===== config.mk =====
export PLATFORM = sky130hd
export DESIGN_NAME = gsr_status
export DESIGN_NICKNAME = d
export VERILOG_FILES = /design/src/design/gsr_pkg.sv /design/src/design/gsr_status.sv
export SDC_FILE = /design/constraint.sdc
export NUM_CORES = 1
export LEC_CHECK = 0
export BUFFER_PORTS_ARGS = -buffer_cell sky130_fd_sc_hd__buf_2
export CORE_ASPECT_RATIO = 0.8
export CORE_UTILIZATION = 40
export DETAILED_ROUTE_END_ITERATION = 8
export MAX_ROUTING_LAYER = met4
export SYNTH_ARGS = -nofsm -noshare
export SYNTH_HDL_FRONTEND = slang
export SYNTH_SLANG_ARGS = --single-unit

===== constraint.sdc =====
create_clock -name mclk -period 1.4 [get_ports mclk]
set_input_delay 0.14 -clock mclk [delete_from_list [all_inputs] [get_ports mclk]]
set_output_delay 0.14 -clock mclk [all_outputs]
set_load 0.005 [all_outputs]

===== src/design/gsr_pkg.sv =====
// package: constants, register selects and carriers of the status reporting block
package gsr_pkg;

  localparam int REG_W = 16;

  // register selects of the command port
  typedef enum logic [2:0] {
    GSR_SEL_STD_EVENT = 3'h0,
    GSR_SEL_STD_MASK = 3'h1,
    GSR_SEL_OPER_COND = 3'h2,
    GSR_SEL_RISE_FILT = 3'h3,
    GSR_SEL_FALL_FILT = 3'h4,
    GSR_SEL_OPER_EVENT = 3'h5,
    GSR_SEL_OPER_MASK = 3'h6
  } gsr_sel_t;

  // field positions
  localparam int STD_UNUSED_BIT = 1;
  localparam int STD_QUERY_FAULT_BIT = 2;
  localparam int OPER_TRIG_BIT = 5;
  localparam int OPER_ARM_BIT = 6;
  localparam int OPER_CALC_BIT = 9;

  // reset and preset values, and the mask of used standard event bits
  localparam logic [15:0] STD_EVENT_RST = 16'h0000;
  localparam logic [15:0] STD_MASK_RST = 16'h0000;
  localparam logic [15:0] RISE_FILT_RST = 16'hffff;
  localparam logic [15:0] FALL_FILT_RST = 16'h0000;
  localparam logic [15:0] OPER_EVENT_RST = 16'h0000;
  localparam logic [15:0] OPER_MASK_RST = 16'h0000;
  localparam logic [15:0] ZERO_WORD = 16'h0000;
  localparam logic [15:0] STD_USED_BITS = 16'hfffd;

  // decoded interface messages, one-cycle pulses except ren
  typedef struct packed {
    logic ren;
    logic ifc;
    logic mla;
    logic mta;
    logic unl;
    logic unt;
    logic llo;
  } gsr_bus_msg_t;

  // register access from the command parser
  typedef struct packed {
    logic wr;
    logic rd;
    gsr_sel_t sel;
    logic [15:0] wdata;
    logic cls;
    logic preset;
  } gsr_reg_cmd_t;

  // whole state of the block
  typedef struct packed {
    logic remote;
    logic lockout;
    logic talker;
    logic listener;
    logic srq_lit;
    logic restore;
    logic [15:0] std_event;
    logic [15:0] std_mask;
    logic [15:0] cond_prev;
    logic [15:0] rise_filt;
    logic [15:0] fall_filt;
    logic [15:0] oper_event;
    logic [15:0] oper_mask;
    logic evt_sum;
    logic op_sum;
    logic [15:0] rdata;
    logic rvalid;
  } gsr_state_t;

endpackage : gsr_pkg


===== src/design/gsr_status.sv =====
// status reporting: interface state lamps, local key, standard and operation event sets
`timescale 1ns/1ps

module gsr_status (
  input wire logic mclk, // 20 MHz instrument clock
  input wire logic nrst, // asynchronous reset, active low
  input wire gsr_pkg::gsr_bus_msg_t bus_msg, // decoded interface messages
  input wire logic [7:0] panel_keys, // front panel key strobes, local excluded
  input wire logic local_key, // local key strobe
  input wire logic srq_raised, // service request generated, pulse
  input wire logic srq_causes, // any cause of the request still present
  input wire logic spoll_read, // serial poll byte read, pulse
  input wire logic [15:0] std_event_in, // standard event strobes
  input wire logic empty_queue_read, // read attempt on empty output queue
  input wire logic [15:0] oper_cond_in, // direct operating conditions
  input wire logic trig_summary, // trigger layer summary
  input wire logic arm_summary, // arm layer summary
  input wire gsr_pkg::gsr_reg_cmd_t reg_cmd, // register access command
  output logic host_control_lamp, // remote annunciator
  output logic talk_lamp, // talker annunciator
  output logic listener_lamp, // listener annunciator
  output logic srq_lamp, // service request annunciator
  output logic [7:0] panel_keys_out, // keys let through to the panel logic
  output logic display_restore, // return display to normal, pulse
  output logic query_fault_flag, // standard event bit two
  output logic event_summary_flag, // standard summary to status byte
  output logic operation_summary_flag, // operation summary to status byte
  output logic [15:0] operation_condition_live, // live condition word
  output logic [15:0] rdata, // read data, registered
  output logic rvalid // read data valid, pulse
);

  ////////////////////////////////////////////////////////////////////////////////
  // state and decode

  gsr_pkg::gsr_state_t st_reg;
  gsr_pkg::gsr_state_t st_next;
  logic [15:0] cond_now;
  logic [15:0] oper_hits;
  logic [15:0] std_hits;
  logic rd_std;
  logic rd_oper;
  logic local_ok;

  // live condition word with layer summaries spliced in
  always_comb begin
    cond_now = oper_cond_in;
    cond_now[gsr_pkg::OPER_TRIG_BIT] = trig_summary;
    cond_now[gsr_pkg::OPER_ARM_BIT] = arm_summary;
  end

  assign oper_hits = (cond_now & ~st_reg.cond_prev & st_reg.rise_filt)
    | (~cond_now & st_reg.cond_prev & st_reg.fall_filt);

  assign std_hits = (std_event_in
    | ({15'h0000, empty_queue_read} << gsr_pkg::STD_QUERY_FAULT_BIT))
    & gsr_pkg::STD_USED_BITS;

  assign rd_std = reg_cmd.rd && (reg_cmd.sel == gsr_pkg::GSR_SEL_STD_EVENT);
  assign rd_oper = reg_cmd.rd && (reg_cmd.sel == gsr_pkg::GSR_SEL_OPER_EVENT);

  assign local_ok = local_key && !st_reg.lockout;

  ////////////////////////////////////////////////////////////////////////////////
  // next state

  always_comb begin
    st_next = st_reg;
    st_next.restore = 1'b0;
    st_next.rvalid = 1'b0;

    // lockout held until ren falls
    if (!bus_msg.ren) begin
      st_next.lockout = 1'b0;
    end else if (bus_msg.llo) begin
      st_next.lockout = 1'b1;
    end

    if (!bus_msg.ren || local_ok) begin
      st_next.remote = 1'b0;
    end else if (bus_msg.mla) begin
      st_next.remote = 1'b1;
    end
    st_next.restore = local_ok;

    if (bus_msg.ifc || bus_msg.unt || bus_msg.mla) begin
      st_next.talker = 1'b0;
    end else if (bus_msg.mta) begin
      st_next.talker = 1'b1;
    end

    if (bus_msg.ifc || bus_msg.unl || bus_msg.mta) begin
      st_next.listener = 1'b0;
    end else if (bus_msg.mla) begin
      st_next.listener = 1'b1;
    end

    if (srq_raised) begin
      st_next.srq_lit = 1'b1;
    end else if (spoll_read || !srq_causes) begin
      st_next.srq_lit = 1'b0;
    end

    if (reg_cmd.cls || rd_std) begin
      st_next.std_event = std_hits;
    end else begin
      st_next.std_event = st_reg.std_event | std_hits;
    end

    if (reg_cmd.cls || rd_oper) begin
      st_next.oper_event = oper_hits;
    end else begin
      st_next.oper_event = st_reg.oper_event | oper_hits;
    end
    st_next.cond_prev = cond_now;

    if (reg_cmd.wr) begin
      unique case (reg_cmd.sel)
        gsr_pkg::GSR_SEL_STD_MASK: st_next.std_mask = reg_cmd.wdata;
        gsr_pkg::GSR_SEL_RISE_FILT: st_next.rise_filt = reg_cmd.wdata;
        gsr_pkg::GSR_SEL_FALL_FILT: st_next.fall_filt = reg_cmd.wdata;
        gsr_pkg::GSR_SEL_OPER_MASK: st_next.oper_mask = reg_cmd.wdata;
        default: st_next.std_mask = st_reg.std_mask;
      endcase
    end

    if (reg_cmd.preset) begin
      st_next.rise_filt = gsr_pkg::RISE_FILT_RST;
      st_next.fall_filt = gsr_pkg::FALL_FILT_RST;
      st_next.oper_mask = gsr_pkg::OPER_MASK_RST;
    end

    st_next.evt_sum = |(st_next.std_event & st_next.std_mask);
    st_next.op_sum = |(st_next.oper_event & st_next.oper_mask);

    if (reg_cmd.rd) begin
      st_next.rvalid = 1'b1;
      unique case (reg_cmd.sel)
        gsr_pkg::GSR_SEL_STD_EVENT: st_next.rdata = st_reg.std_event;
        gsr_pkg::GSR_SEL_STD_MASK: st_next.rdata = st_reg.std_mask;
        gsr_pkg::GSR_SEL_OPER_COND: st_next.rdata = cond_now;
        gsr_pkg::GSR_SEL_RISE_FILT: st_next.rdata = st_reg.rise_filt;
        gsr_pkg::GSR_SEL_FALL_FILT: st_next.rdata = st_reg.fall_filt;
        gsr_pkg::GSR_SEL_OPER_EVENT: st_next.rdata = st_reg.oper_event;
        gsr_pkg::GSR_SEL_OPER_MASK: st_next.rdata = st_reg.oper_mask;
        default: st_next.rdata = gsr_pkg::ZERO_WORD;
      endcase
    end
  end

  ////////////////////////////////////////////////////////////////////////////////
  // state register

  // power-up values of every field
  always_ff @(posedge mclk or negedge nrst) begin
    if (!nrst) begin
      st_reg <= '{
        remote: 1'b0, lockout: 1'b0, talker: 1'b0, listener: 1'b0,
        srq_lit: 1'b0, restore: 1'b0,
        std_event: gsr_pkg::STD_EVENT_RST, std_mask: gsr_pkg::STD_MASK_RST,
        cond_prev: gsr_pkg::ZERO_WORD,
        rise_filt: gsr_pkg::RISE_FILT_RST, fall_filt: gsr_pkg::FALL_FILT_RST,
        oper_event: gsr_pkg::OPER_EVENT_RST, oper_mask: gsr_pkg::OPER_MASK_RST,
        evt_sum: 1'b0, op_sum: 1'b0, rdata: gsr_pkg::ZERO_WORD, rvalid: 1'b0};
    end else begin
      st_reg <= st_next;
    end
  end

  ////////////////////////////////////////////////////////////////////////////////
  // outputs

  // lamps, flags and read data straight from state, live condition word from the inputs
  assign host_control_lamp = st_reg.remote;
  assign talk_lamp = st_reg.talker;
  assign listener_lamp = st_reg.listener;
  assign srq_lamp = st_reg.srq_lit;
  assign display_restore = st_reg.restore;
  assign query_fault_flag = st_reg.std_event[gsr_pkg::STD_QUERY_FAULT_BIT];
  assign event_summary_flag = st_reg.evt_sum;
  assign operation_summary_flag = st_reg.op_sum;
  assign operation_condition_live = cond_now;
  assign rdata = st_reg.rdata;
  assign rvalid = st_reg.rvalid;

  assign panel_keys_out = st_reg.remote ? 8'h00 : panel_keys;
endmodule : gsr_status


==> results.md <==
- Reg-to-Reg End: operation_summary_flag$_DFF_PN0_
- Number of antenna-violating nets in the routed design: 0
- Max FFs per register: 112
- Max_slew headroom: 59.0%
- Initial antenna violation count: 1
- Drt first pass iters: 5
- CP max stage cell: dfstp_2
- Routability cong.: 0.900
- Num rows: 41
- Async SR Flop Fraction: 100%
- Number of synthesized flops with an enable pin: 0
- Area post-placement: 8250 sq um
- Vias in the first global route: 6125
- Global-route wire length before repair: 34.4 mm
- Synthesized flop and latch total: 137
- Failing checks: setup timing
- Fin. max-slew vios: 0
- Synth warn: 0
- Die height: 118 microns
- Num CTS Buffers: 17
- Worst min-delay path category: input pin to flip-flop
- CP required: 1.76 ns
- CTS tree: built
- Worst vdd ir: 0.000884 V
- I/O pins: 128
- Core area: 16100 sq um
- Initial DRC count: 521
- CP startpoint: st_reg[73]$_DFFE_PN1P_
- RSZ-0062 raised after global routing: yes
- Synthesized net count: 714
- Fin crit period: 1.60 ns
- Highest Clock Rate: 0.624 GHz
- Wirelength per Cell: 19.9 microns
- Synth Flop Type: dfrtp_1
- Nets: 978
- Crit-path leading delay family: compound AO/OA/AOI/OAI gates
- Mapped cell area: 6690 sq um
- Final worst setup slack: -0.202 ns
- Average size of a mapped cell: 10.5 sq um
- Cell taking the most area after synthesis: dfrtp_1
- CP arrival: 1.96 ns
- H-tree Lvls: 4
- Grt ovf: 0
- Die area: 17200 sq um
- Worst hold slack: 0.0107 ns
- Synth cell types: 43
- Leak Pwr: 4.57 nW
- Routed WL: 22.4 mm
- Root Driver: clkbuf_16
- Die Width: 147 microns
- Clk pin slew, worst setup/hold paths: 0.06 ns
- Setup CP Type: flip-flop to flip-flop
- Final period util: 114%
- # DRC: 0
- Latest clock arrival within the worst-skew pair: 0.43 ns
- Setup Viol. Count Final: 8
- Hold Crit Depth: 3
- Input/output buffers: 124
- Overall Global Routing Usage: 27.4%
- Area growth syn-to-layout: 44.5%
- Vias: 6130
- CTS sink cnt: 137
- Seq/Total Area, Yosys: 51.6%
- Pwr per Cell Area: 1130 nW/um^2
- Worst Hold Endpoint: host_control_lamp$_DFFE_PN0P_
- Slowest stage delay, CP: 0.54 ns
- Nature of the critical path endpoint: flip-flop
- Synth area leaders: dfrtp_1 (45%), dfstp_2 (6.3%), mux2i_1 (5.1%)
- Run status: complete, but fails checks
- Share of cells above drive strength 1: 41.2%
- Maxcap violations: 0
- Critical path, cell by cell: nand2_1, o211ai_1, a2111oi_2, buf_4, nand4_1
- Buf/Inv on CP: 1
- Reg2reg path depth: 5
- Vias/cell: 5.43
- Reg-to-reg slack, setup: -0.20 ns
- Detail Placement HPWL: 16.0 mm
- Cells after synthesis: 635
- Final Cell Area: 9670 sq um
- Worst Skew: 0.00822 ns
- Largest net degree at the start of global routing: 37
- Reg2reg start: st_reg[73]$_DFFE_PN1P_
- Initial Util: 41.7%
- Hold Crit Start: bus_msg[4]
- CP Max Fanout: 2
- Worst slew pin tran: 0.612 ns
- Final hold violations: 0
- Post-synth top area share: 45.3%
- Clk buf depth: 2
- Crit start category: flip-flop
-- Yosys cell counts (all sizes together), types with 2 or more instances --
cell type / instances
nor2: 25
a31oi: 10
a311oi: 12
o21a: 2
mux2i: 34
o21ai: 13
nand3b: 44
and3: 2
clkbuf: 25
nor4: 2
o22ai: 13
nand4b: 2
nand2: 85
dfrtp: 121
nand4: 2
o211ai: 24
mux4: 11
nand3: 32
and2: 2
inv: 30
mux2: 19
buf: 46
a22oi: 8
nor2b: 13
a21o: 7
a2111oi: 4
dfstp: 16
a221oi: 2
nand2b: 2
a21oi: 18
-- report_power, final --
group,total [mW],switching (mW),internal [mW]
combinational,1.88,0.913,0.971
sequential,4.49,0.200,4.29
clock,4.60,1.74,2.85
total,11.0,2.86,8.11
-- cells by family after synthesis --
group,Yosys count,synth area share [%]
simple gates,213,16.3
mux,64,12.0
compound gates,119,12.2
buf+inv,102,7.95
flops,137,51.6
-- metrics by stage --
step	worst slack, ns	util (%)	cells	setup TNS [ns]	power, mW
detailed placement	-0.759	51.4	1037	-15.08	6.16
CTS	-0.204	58.8	1119	-0.773	10.9
finish	-0.202	60.2	1128	-0.729	11.0
global placement	-0.748	51.4	1037	-12.67	6.12
global route	-0.308	60.2	1128	-1.31	11.4
floorplan	-0.437	-	635	-0.721	5.35
-- worst max-delay path by stage --
stage                                            end  slack, ns  cells past startpoint
detailed placement              rdata[5]$_DFFE_PN0P_      -0.76                      8
global route        operation_summary_flag$_DFF_PN0_      -0.31                      4
global placement                rdata[5]$_DFFE_PN0P_      -0.75                      8
finish              operation_summary_flag$_DFF_PN0_      -0.20                      5
CTS                             rdata[5]$_DFFE_PN0P_      -0.20                      6
floorplan               event_summary_flag$_DFF_PN0_      -0.44                      8
-- per-layer routing --
metal	global-route usage [%]	share of wire, %	wire length (microns)	vias to the layer above
li1	-	-	-	2764
met1	37.9	45	10000	3055
met2	40.3	46	10300	286
met3	6.47	8.3	1860	25
met4	7.16	1.3	286	0
met5	-	0	0	-
-- cell usage in the layout, fill, tap and decap left out, types with 3 or more instances in the layout --
cell type,count
nand3b_1,44
nor2b_1,12
mux2i_2,5
o22ai_1,12
dfrtp_1,121
inv_1,30
o21ai_1,9
mux4_2,11
a22oi_2,5
a31oi_2,5
clkinvlp_4,5
o21ai_0,4
dfstp_2,16
buf_6,9
nand3_1,32
a311oi_1,10
clkbuf_8,5
buf_12,5
a31oi_1,3
a21oi_1,18
mux2_4,8
a22oi_1,3
buf_4,132
buf_2,121
mux2i_1,29
nand2_1,85
a21o_1,7
clkbuf_16,18
dlygate4sd3_1,47
o211ai_1,24
mux2_2,11
nor2_1,24
-- cell type report --
class                   count  area (sq um)
fillers                  1345          6390
clock inverters            10           116
repair buffers            316          2310
inverters                  31           116
flip-flops and latches    137          3450
well taps                 215           269
multi-input cells         396          2910
clock buffers              22           494
diodes                      1          2.50
-- tightest hold or removal path, stage by stage --
cell	delay (ns)
buf_2	0.10
o21ai_0	0.07
nor2_1	0.08
-- timing repair --
action                                  CTS  global route
pin swaps                                 9            16
setup buffers                             3             7
gates cloned                              0             1
endpoints found under the hold margin   160             0
resized for setup                        21            41
hold buffers                             47             0
endpoints found under the setup margin    8            26
(Power assumes the default switching activity.)
